--- config.mk ---
export PLATFORM = sky130hd
export DESIGN_NAME = cfes_core_seq
export DESIGN_NICKNAME = d
export VERILOG_FILES = /design/src/rtl/cfes_pkg.sv /design/src/rtl/cfes_phase_gen.sv /design/src/rtl/cfes_core_seq.sv
export SDC_FILE = /design/constraint.sdc
export NUM_CORES = 1
export LEC_CHECK = 0
export ABC_AREA = 0
export BUFFER_PORTS_ARGS = -buffer_cell sky130_fd_sc_hd__buf_2
export CAP_MARGIN = 20
export CORE_UTILIZATION = 49
export DETAILED_ROUTE_END_ITERATION = 8
export PLACE_DENSITY = 0.79
export SYNTH_ARGS = -nofsm -noshare
export SYNTH_HDL_FRONTEND = slang
export SYNTH_SLANG_ARGS = --single-unit
--- constraint.sdc ---
create_clock -name clk -period 2.2 [get_ports clk]
set_input_delay 0.22 -clock clk [delete_from_list [all_inputs] [get_ports clk]]
set_output_delay 0.22 -clock clk [all_outputs]
set_load 0.02 [all_outputs]
--- src/rtl/cfes_pkg.sv ---
// Shared constants and types for the fetch/execute sequencer.
// Assumes a single 10 MHz clock; no other package is needed.
package cfes_pkg;

  // ---------------------------------------------------------------
  // Clock and widths
  // ---------------------------------------------------------------
  localparam int          CFES_CLK_MHZ     = 10;        // Oscillator rate in MHz
  localparam int          CFES_PHASES      = 4;         // Oscillator periods per cycle
  localparam int          CFES_PC_W        = 13;        // Instruction pointer width
  localparam int          CFES_OP_W        = 14;        // Program word width
  localparam int          CFES_OFS_W       = 7;         // Bank offset width
  localparam int          CFES_DADR_W      = 8;         // Bank bit plus offset
  localparam int          CFES_PB_HI_W     = 4;         // Upper port-B pins

  // ---------------------------------------------------------------
  // Program space
  // ---------------------------------------------------------------
  localparam logic [12:0] CFES_TOP_FULL    = 13'h1FFF;  // 8K words
  localparam logic [12:0] CFES_TOP_512     = 13'h01FF;  // Small variant top
  localparam logic [12:0] CFES_TOP_1K      = 13'h03FF;  // Mid variant top
  localparam logic [12:0] CFES_TOP_2K      = 13'h07FF;  // Large variant top
  localparam logic [12:0] CFES_RESET_VEC   = 13'h0000;  // Fetch start after reset
  localparam logic [12:0] CFES_IRQ_VEC     = 13'h0004;  // Interrupt entry
  localparam logic [12:0] CFES_PC_STEP     = 13'h0001;  // Increment per cycle

  // ---------------------------------------------------------------
  // Data memory
  // ---------------------------------------------------------------
  localparam int          CFES_STATUS_BANK_POS = 5;      // Bank bit in status
  localparam logic [6:0]  CFES_BANK_TOP    = 7'h7F;      // Last offset of a bank
  localparam logic [6:0]  CFES_MIR_INDIR   = 7'h00;      // Mirrored offsets
  localparam logic [6:0]  CFES_MIR_PCLO    = 7'h02;
  localparam logic [6:0]  CFES_MIR_STATUS  = 7'h03;
  localparam logic [6:0]  CFES_MIR_FSEL    = 7'h04;
  localparam logic [6:0]  CFES_MIR_PCHI    = 7'h0A;
  localparam logic [6:0]  CFES_MIR_INTCTL  = 7'h0B;

  // ---------------------------------------------------------------
  // Phase encoding, one-hot
  // ---------------------------------------------------------------
  typedef enum logic [3:0] {
    CFES_PH_ONE   = 4'h1,
    CFES_PH_TWO   = 4'h2,
    CFES_PH_THREE = 4'h4,
    CFES_PH_FOUR  = 4'h8
  } cfes_phase_t;

  // Redirect request from the execute unit
  typedef struct packed {
    logic                 take;     // Instruction alters the pointer
    logic [CFES_PC_W-1:0] target;   // New fetch address
  } cfes_redirect_t;

  // Data access request decoded from the latched opcode
  typedef struct packed {
    logic                  rd;      // Operand read needed
    logic                  wr;      // Destination write needed
    logic [CFES_OFS_W-1:0] offset;  // Offset inside the bank
  } cfes_dreq_t;

endpackage : cfes_pkg

--- src/rtl/cfes_phase_gen.sv ---
// Four-phase generator: divides the oscillator by four.
// Assumes clk is the oscillator and rst_b a synchronous active-low reset.
`timescale 1ns/1ps
module cfes_phase_gen
  import cfes_pkg::*;
(
  input  wire logic        clk,      // Oscillator input
  input  wire logic        rst_b,    // Synchronous reset, active low
  output cfes_phase_t      phase_q   // Current phase, one-hot
);

  // ---------------------------------------------------------------
  // Phase rotation
  // ---------------------------------------------------------------
  cfes_phase_t phase_d;              // Next phase

  // Step through the four phases in order
  always_comb
  begin
    unique case (phase_q)
      CFES_PH_ONE:   phase_d = CFES_PH_TWO;
      CFES_PH_TWO:   phase_d = CFES_PH_THREE;
      CFES_PH_THREE: phase_d = CFES_PH_FOUR;
      CFES_PH_FOUR:  phase_d = CFES_PH_ONE;
      default:       phase_d = CFES_PH_ONE;
    endcase
  end

  // Reset parks in phase one so the first cycle starts at once
  always_ff @(posedge clk)
  begin
    if (!rst_b)
      phase_q <= CFES_PH_ONE;
    else
      phase_q <= phase_d;
  end

endmodule // cfes_phase_gen

--- src/rtl/cfes_core_seq.sv ---
// Fetch/execute sequencer of an 8-bit controller core.
// Assumes a program memory with combinational read, an external decoder
// driving dreq from the latched opcode, and inputs synchronous to clk.
//
// Functional notes
// - Oscillator divided by four into phases
// - Pointer advances once per cycle, phase one
// - Opcode captured from program memory, phase four
// - Latch loads phase one, executes after
// - Operand read phase two, write phase four
// - Fetch overlaps execute, one per cycle
// - Pointer change costs two cycles, flushes fetch
// - Pointer is 13 bits, 8K words
// - Addresses above implemented top wrap around
// - Reset starts at zero, interrupt at four
// - Status bit five selects data bank
// - Each bank spans offsets to 7Fh
// - Frequent bank-zero registers mirrored in bank one
// - Upper port-B pins flag input changes
// - Programming clock bit six, data bit seven
// - RC mode outputs quarter-rate cycle clock
`timescale 1ns/1ps
module cfes_core_seq
  import cfes_pkg::*;
#(
  parameter logic [CFES_PC_W-1:0] PROG_TOP = CFES_TOP_2K  // Implemented top
)
(
  input  wire logic                    clk,                // Oscillator input
  input  wire logic                    rst_b,              // Sync reset, low
  input  wire logic [CFES_OP_W-1:0]    pmem_rdata,         // Program word
  input  wire cfes_redirect_t          redirect,           // Branch from execute
  input  wire logic                    irq_req,            // Interrupt pending
  input  wire cfes_dreq_t              dreq,               // Data access request
  input  wire logic [7:0]              status_in,          // Status register
  input  wire logic [CFES_PB_HI_W-1:0] port_b_hi,          // Pins four to seven
  input  wire logic                    prog_mode,          // Serial programming
  input  wire logic                    rc_mode,            // RC oscillator mode
  output cfes_phase_t                  phase_q,            // Current phase
  output logic [CFES_PC_W-1:0]         pmem_addr_q,        // Fetch address
  output logic [CFES_OP_W-1:0]         fetched_opcode_latch, // Executing opcode
  output logic                         exec_valid_q,       // Opcode is real
  output logic                         irq_ack_q,          // Vector taken
  output logic [CFES_DADR_W-1:0]       dmem_addr_q,        // Bank and offset
  output logic                         dmem_rd_q,          // Operand read
  output logic                         dmem_wr_q,          // Destination write
  output logic [CFES_PB_HI_W-1:0]      pb_change_q,        // Change events
  output logic                         prog_clk_q,         // Programming clock
  output logic                         prog_data_q,        // Programming data
  output logic                         osc_output_pin      // Cycle clock out
);

  // ---------------------------------------------------------------
  // Phase generator
  // ---------------------------------------------------------------
  // four phases per cycle
  cfes_phase_gen u_phase (
    .clk     (clk),
    .rst_b   (rst_b),
    .phase_q (phase_q)
  );

  // ---------------------------------------------------------------
  // Decoding
  // ---------------------------------------------------------------
  // Offsets visible in both banks
  function automatic logic is_mirrored(input logic [CFES_OFS_W-1:0] ofs);
    is_mirrored = (ofs == CFES_MIR_INDIR)  || (ofs == CFES_MIR_PCLO)  ||
                  (ofs == CFES_MIR_STATUS) || (ofs == CFES_MIR_FSEL)  ||
                  (ofs == CFES_MIR_PCHI)   || (ofs == CFES_MIR_INTCTL);
  endfunction

  logic [CFES_PC_W-1:0] pc_q;            // Instruction pointer
  logic [CFES_PC_W-1:0] pc_d;            // Next pointer
  logic [CFES_OP_W-1:0] fetch_buf_q;     // Word captured by fetch
  logic                 buf_valid_q;     // Captured word will execute
  logic                 fetching_q;      // A fetch is under way
  logic [CFES_PB_HI_W-1:0] pb_last_q;    // Previous pin levels

  wire run        = !prog_mode;                               // Core active
  wire ph1        = run && (phase_q == CFES_PH_ONE);
  wire ph2        = run && (phase_q == CFES_PH_TWO);
  wire ph4        = run && (phase_q == CFES_PH_FOUR);
  wire take_br    = exec_valid_q && redirect.take;            // Branch ends
  wire take_irq   = exec_valid_q && !redirect.take && irq_req;
  wire flush      = take_br || take_irq;                      // Discard fetch
  wire bank_sel   = status_in[CFES_STATUS_BANK_POS];
  wire eff_bank   = bank_sel && !is_mirrored(dreq.offset);
  wire [CFES_OFS_W-1:0] eff_ofs = dreq.offset & CFES_BANK_TOP;
  wire [CFES_PC_W-1:0]  wrap_pc = pc_q & PROG_TOP;
  wire [CFES_PB_HI_W-1:0] pb_mask = prog_mode ? 4'h3 : 4'hF;  // Pins six, seven busy

  // Next pointer: redirect at phase four, step at phase one
  always_comb
  begin
    pc_d = pc_q;
    if (ph4 && take_br)
      pc_d = redirect.target;
    else if (ph4 && take_irq)
      pc_d = CFES_IRQ_VEC;
    else if (ph1)
      pc_d = wrap_pc + CFES_PC_STEP;
  end

  // ---------------------------------------------------------------
  // Fetch stage
  // ---------------------------------------------------------------
  // pointer register
  always_ff @(posedge clk)
  begin
    if (!rst_b)
      pc_q <= CFES_RESET_VEC;
    else
      pc_q <= pc_d;
  end

  // Fetch address presented for the whole cycle
  always_ff @(posedge clk)
  begin
    if (!rst_b)
      pmem_addr_q <= CFES_RESET_VEC;
    else if (ph1)
      pmem_addr_q <= wrap_pc;
  end

  // capture word, drop it on a redirect
  always_ff @(posedge clk)
  begin
    if (!rst_b)
    begin
      fetching_q  <= 1'b0;
      fetch_buf_q <= '0;
      buf_valid_q <= 1'b0;
    end
    else
    begin
      if (ph1)
        fetching_q <= 1'b1;
      if (ph4)
      begin
        fetch_buf_q <= pmem_rdata;
        buf_valid_q <= fetching_q && !flush;
      end
    end
  end

  // ---------------------------------------------------------------
  // Execute stage
  // ---------------------------------------------------------------
  // latch opcode, flushed one is invalid
  always_ff @(posedge clk)
  begin
    if (!rst_b)
    begin
      fetched_opcode_latch <= '0;
      exec_valid_q         <= 1'b0;
    end
    else if (ph1)
    begin
      fetched_opcode_latch <= fetch_buf_q;
      exec_valid_q         <= buf_valid_q;
    end
  end

  always_ff @(posedge clk)
  begin
    if (!rst_b)
      irq_ack_q <= 1'b0;
    else
      irq_ack_q <= ph4 && take_irq;
  end

  // data strobes on phases two and four
  always_ff @(posedge clk)
  begin
    if (!rst_b)
    begin
      dmem_addr_q <= '0;
      dmem_rd_q   <= 1'b0;
      dmem_wr_q   <= 1'b0;
    end
    else
    begin
      dmem_addr_q <= {eff_bank, eff_ofs};
      dmem_rd_q   <= ph2 && exec_valid_q && dreq.rd;
      dmem_wr_q   <= ph4 && exec_valid_q && dreq.wr;
    end
  end

  // ---------------------------------------------------------------
  // Pins
  // ---------------------------------------------------------------
  // change detect on the upper port-B pins
  always_ff @(posedge clk)
  begin
    if (!rst_b)
    begin
      // Track the pins in reset too, so no false change follows release
      pb_last_q   <= port_b_hi;
      pb_change_q <= '0;
    end
    else
    begin
      pb_last_q   <= port_b_hi;
      pb_change_q <= (port_b_hi ^ pb_last_q) & pb_mask;
    end
  end

  // programming clock and data from bits six and seven
  always_ff @(posedge clk)
  begin
    if (!rst_b)
    begin
      prog_clk_q  <= 1'b0;
      prog_data_q <= 1'b0;
    end
    else
    begin
      prog_clk_q  <= prog_mode && port_b_hi[2];
      prog_data_q <= prog_mode && port_b_hi[3];
    end
  end

  // quarter-rate clock, high for phases one and two
  always_ff @(posedge clk)
  begin
    if (!rst_b)
      osc_output_pin <= 1'b0;
    else
      osc_output_pin <= rc_mode &&
                        ((phase_q == CFES_PH_FOUR) || (phase_q == CFES_PH_ONE));
  end
endmodule // cfes_core_seq

Yosys cells after proc, flatten, opt, wreduce, memory -nomap -nowiden
Index checks and enable logic that the tools add are counted.
{"block": "totals", "regBits": 79, "out_inout_bits": 50, "in_bits": 54}
{"block": "op_classes", "muxes": 5, "n_bitwise": 2, "eq_ne": 9, "n_reduce_logical": 30, "n_addsub": 1}
{"operator": "11-bit two-way mux", "n": 3}
{"operator": "1-bit logical AND", "n": 17}
{"operator": "7-bit by 2-bit == test with 1-bit output, second input constant", "n": 2}
{"operator": "7-bit by 4-bit == test with 1-bit output, second input constant", "n": 2}
{"operator": "4-bit case mux with 3 select lines", "n": 1}
{"operator": "11-bit by 1-bit adder with 11-bit output, second input constant", "n": 1}
{"operator": "7-bit by 3-bit == test with 1-bit output, second input constant", "n": 1}
{"operator": "7-bit logical NOT", "n": 1}
{"operator": "1-bit logical OR", "n": 7}
{"operator": "4-bit AND", "n": 1}
{"operator": "4-bit by 1-bit == test with 1-bit output, second input constant", "n": 1}
{"operator": "4-bit by 2-bit == test with 1-bit output, second input constant", "n": 1}
{"operator": "4-bit by 3-bit == test with 1-bit output, second input constant", "n": 1}
{"operator": "4-bit == test, second input constant", "n": 1}
{"operator": "1-bit logical NOT", "n": 4}
{"operator": "4-bit two-way mux", "n": 1}
{"operator": "4-bit XOR", "n": 1}
{"operator": "3-bit nonzero test", "n": 1}

Depth between registers and ports, before layout
{"block": "depth", "ltp_word": 8, "mapped_depth": 7, "ltp_nobuf": 5}

Hierarchy
Synthesis repeated with hierarchy kept, for this count alone.
{"block": "unflattened", "hier_cells": 372, "hier_area_um2": 3110.5}
{"module": "cfes_core_seq", "area_each_um2": 2964.1, "n_inst": 1, "cells_each": 360, "seq_area_each_um2": 1501.4}
{"module": "cfes_phase_gen", "area_each_um2": 146.4, "n_inst": 1, "cells_each": 12, "seq_area_each_um2": 80.1}

Worst setup path after synthesis
Ideal clock, no wire load.
{"block": "synth_timing", "path_kind": "register to register", "from": "register u_phase.phase_q[1]", "to": "register pc_q[8]", "stages_incl_launch_ff": 6, "t_required_ns": 2.112, "path_buffers": 1, "path_slack_ns": 0.491, "arrival_time_ns": 1.621, "setup_ns": 0.088, "path_cell_list": "dfxtp_1 > or3_4 > or3_1 > buf_6 > o311a_1 > nor4_2"}
{"block": "synth_between", "elab_chain_len": 5}
{"element": "start: declaration", "line": "cfes_phase_gen.sv:9", "rtl": "output cfes_phase_t phase_q"}
{"element": "start signal: assignment", "line": "cfes_phase_gen.sv:35", "rtl": "phase_q <= phase_d;"}
{"element": "4-bit == test", "line": "cfes_core_seq.sv:83", "rtl": "wire ph4 = run && (phase_q == CFES_PH_FOUR);"}
{"element": "1-bit logical AND", "line": "cfes_core_seq.sv:83"}
{"element": "1-bit logical AND", "line": "cfes_core_seq.sv:99", "rtl": "else if (ph4 && take_irq)"}
{"element": "11-bit two-way mux", "line": "cfes_core_seq.sv:99"}
{"element": "11-bit two-way mux", "line": "cfes_core_seq.sv:97", "rtl": "if (ph4 && take_br)"}
{"element": "end signal: assignment", "line": "cfes_core_seq.sv:114", "rtl": "pc_q <= pc_d;"}
{"element": "end: declaration", "line": "cfes_core_seq.sv:73", "rtl": "logic [CFES_PC_W-1:0] pc_q;"}
Several ways; a longest one is shown, not always the timed one.
A chain may end at the register's enable or synchronous reset.

Worst setup path in the final report
{"block": "layout_timing", "from": "register u_phase.phase_q[3]", "to": "register pmem_addr_q[0]"}
{"block": "layout_between", "elab_chain_len": 2}
{"element": "4-bit by 1-bit == test with 1-bit output", "line": "cfes_core_seq.sv:81", "rtl": "wire ph1 = run && (phase_q == CFES_PH_ONE);"}
{"element": "1-bit logical AND", "line": "cfes_core_seq.sv:81"}
{"element": "end signal: assignment", "line": "cfes_core_seq.sv:123", "rtl": "pmem_addr_q <= wrap_pc;"}
{"element": "end: declaration", "line": "cfes_core_seq.sv:40", "rtl": "output logic [CFES_PC_W-1:0] pmem_addr_q,"}
No other way between the ends.

==> flow_metrics.py <==
metrics = {
    "clocking": {
        "htree_num_levels": 3,
        "cts_tree": "done",
        "cts_buffer_depth": 2,
        "clk_pin_slew_worst_paths_ns": 0.08,
        "clock_latency_ns": 0.35,
        "clock-sinks": 79,
        "numCtsBuffers": 9,
        "postCtsSetupBuffers": 0,
        "clockRootBuffer": "clkbuf_8",
    },
    "finish": {
        "nets": 495,
        "design_area_um2": 3720,
        "area_growth_pct": 25.2,
        "drive_above_1_share_pct": 26.7,
        "diodes": 0,
    },
    "setup_path": {
        "slowest_stage": "and2_1",
        "worst_ep_required_time_ns": 2.47,
        "max_stage_delay_ns": 0.51,
        "path_delay_family": "simple AND/OR/NAND/NOR gates",
        "crit_fanout": 16,
        "worst_setup_path_start_kind": "register",
        "end_kind": "register",
        "worst-path-buf-inv": 1,
        "crit_type": "register to register",
        "path_cells": "nor3b_1, and2_1, buf_4, nand2_1, a21oi_1",
        "arrival_ns": 2.18,
    },
    "timing": {
        "setup_violations": 0,
        "finalCritPeriodShare_pct": 86.9,
        "fmax_mhz": 523,
        "rsz0062_at_grt": "false",
        "tns_ns": 0,
        "relSlewSlack_pct": 55.9,
        "maxSlewViolCount": 0,
        "fin_crit_ns": 1.91,
        "hold_viol": 0,
        "finClkSkew_ns": 0.00947,
        "tightest_slew_ns": 0.656,
    },
    "detailed_routing": {
        "post_drt_wl_per_cell_um": 13.3,
        "drc": 0,
        "ant_nets": 0,
        "vias_per_cell": 5.20,
        "drt_iter0_markers": 141,
        "routed.top_layer": "met4",
        "wl_met3_um": 422,
        "firstDrtPassIters": 4,
        "met1_length_um": 3000,
        "wl_um": 6910,
        "vias": 2705,
        "wl_met2_um": 3310,
    },
    "job": {
        "maxCapViolations": 0,
    },
    "die": {
        "rows": 28,
        "die_y_um": 79.9,
        "dieArea_um2": 6390,
        "initial_core_util_pct": 50.6,
        "ioPinCount": 104,
        "core_um2": 5890,
        "die_x_um": 79.9,
    },
    "global_route": {
        "gr-total-overflow": 0,
        "antenna_found_initial": 0,
        "grt_pass1_vias": 2541,
        "grt_use_total_pct": 23.1,
        "grt_pass1_wl_um": 11300,
        "grt_max_degree": 51,
    },
    "yosys": {
        "synth_top_area_share_pct": 53.2,
        "yosysTopAreaCell": "dfxtp_1",
        "ys_top_cells_by_area": "dfxtp_1 (53%), nand2_1 (11%), a21oi_1 (8.1%), xnor2_1 (2.1%), and2_1 (1.9%)",
        "async_flop_share_pct": 0,
        "synthTopCellsByCount": "nand2_1 (91), dfxtp_1 (79), a21oi_1 (48)",
        "synth-seq-area-share_pct": 53.2,
        "synth.ff_latch_count": 79,
        "yosysMostFrequentCell": "nand2_1",
        "syn_inst": 345,
        "synth_edf_count": 0,
        "synth-warning-count": 0,
        "synth_cell_type_count": 48,
        "synth_area_per_cell_um2": 8.62,
        "synth_ff_type": "dfxtp_1",
        "syn-cell-area_um2": 2980,
    },
    "placement": {
        "placed_area_um2": 3490,
        "place_congestion": 0.836,
        "numPortBuffers": 92,
        "dp_hpwl_um": 4810,
    },
    "status": {
        "outcome": "finished clean",
    },
    "power": {
        "ir_worst_vdd_uv": 543,
        "p_per_area_nw_per_um2": 792,
        "p_leak_nw": 1.61,
    },
    "worst_hold_path": {
        "hold_class": "input pin to register",
    },
}
sequential cells by signal, indices dropped and copies added (netlist names):
register              count
dmem_wr_q                 1
dmem_addr_q               8
fetching_q                1
dmem_rd_q                 1
osc_output_pin            1
pmem_addr_q              11
pc_q                     11
fetch_buf_q              14
buf_valid_q               1
prog_data_q               1
prog_clk_q                1
irq_ack_q                 1
fetched_opcode_latch     14
exec_valid_q              1
pb_change_q               4
pb_last_q                 4
u_phase.phase_q           4
what timing repair did:
| item | 4_1_cts | 5_1_grt |
|---|---|---|
| hold buffers | 3 | 0 |
| hold endpoints to repair | 3 | 0 |
| gates resized for setup | 0 | 0 |
report_power, final:
group	leakage (nW)	internal (mW)	switching [mW]
registers	0.643	1.47	0.0326
clock network	0.0968	0.560	0.510
logic	0.866	0.139	0.234
total	1.61	2.17	0.776
metrics by stage:
step                util [%]  hold slack [ns]  setup WS (ns)  instances  power [mW]
global route            63.3          0.00763          0.130        520        3.06
global placement        59.4            0.348          0.436        501        1.89
finish                  63.3           0.0149          0.288        520        2.95
detailed placement      59.4            0.352          0.356        501        1.91
CTS                     63.3         0.000913          0.329        520        2.97
floorplan                  -            0.248          0.491        346        1.77
cells by family (layout without fill, tap and decap cells):
kind of cell	after synthesis	count (layout)	share of synthesized area [%]
and+or+nand+nor	161	161	25.9
muxes	1	1	0.336
xor gates and xnor gates	7	7	2.06
adders and majority gates	1	1	0.420
DFF	79	79	53.2
AOI/OAI and AO/OA	68	68	13.7
other	1	2	0.126
buffers and inverters	27	126	4.33
final timing paths:
check                     startpoint                 endpoint  slack [ns]  depth (start not counted)
max               u_phase.phase_q[3]           pmem_addr_q[0]        0.29                          5
min                     port_b_hi[3]             pb_last_q[3]        0.01                          1
max reg2reg       u_phase.phase_q[3]           pmem_addr_q[0]        0.29                          5
min reg2reg  fetched_opcode_latch[8]  fetched_opcode_latch[8]        0.45                          2
cell usage in the layout (no fill, tap or decap), drive strengths merged, types with 2 or more instances in the layout:
| cell | count |
|---|---|
| xnor2 | 7 |
| inv | 5 |
| a211o | 2 |
| a21oi | 48 |
| nand2b | 4 |
| nor2 | 14 |
| clkinv | 3 |
| dfxtp | 79 |
| nor4b | 2 |
| a32o | 2 |
| or3 | 2 |
| nand2 | 91 |
| clkbuf | 12 |
| buf | 101 |
| nand3 | 5 |
| nor4 | 6 |
| nand4 | 3 |
| a31oi | 3 |
| conb | 2 |
| and4b | 2 |
| and3 | 9 |
| and4 | 3 |
| nor3 | 8 |
| dlygate4sd3 | 3 |
| and2 | 9 |
per-layer routing:
metal,global-route usage [%],vias to the layer above
met5,0,-
met4,12.0,0
met3,6.06,18
met2,38.5,85
met1,27.1,1240
li1,-,1362
layout make-up:
cell class                      instances  area, um2
Timing Repair Buffer                  104        558
Tap cell                               75       93.8
Multi-Input combinational cell        240       1270
Sequential cell                        79       1580
Clock buffer                           12        145
Inverter                                6       22.5
Clock inverter                          4       55.1
Fill cell                             532       2160
Note: power is estimated with default switching activity, not from simulation.
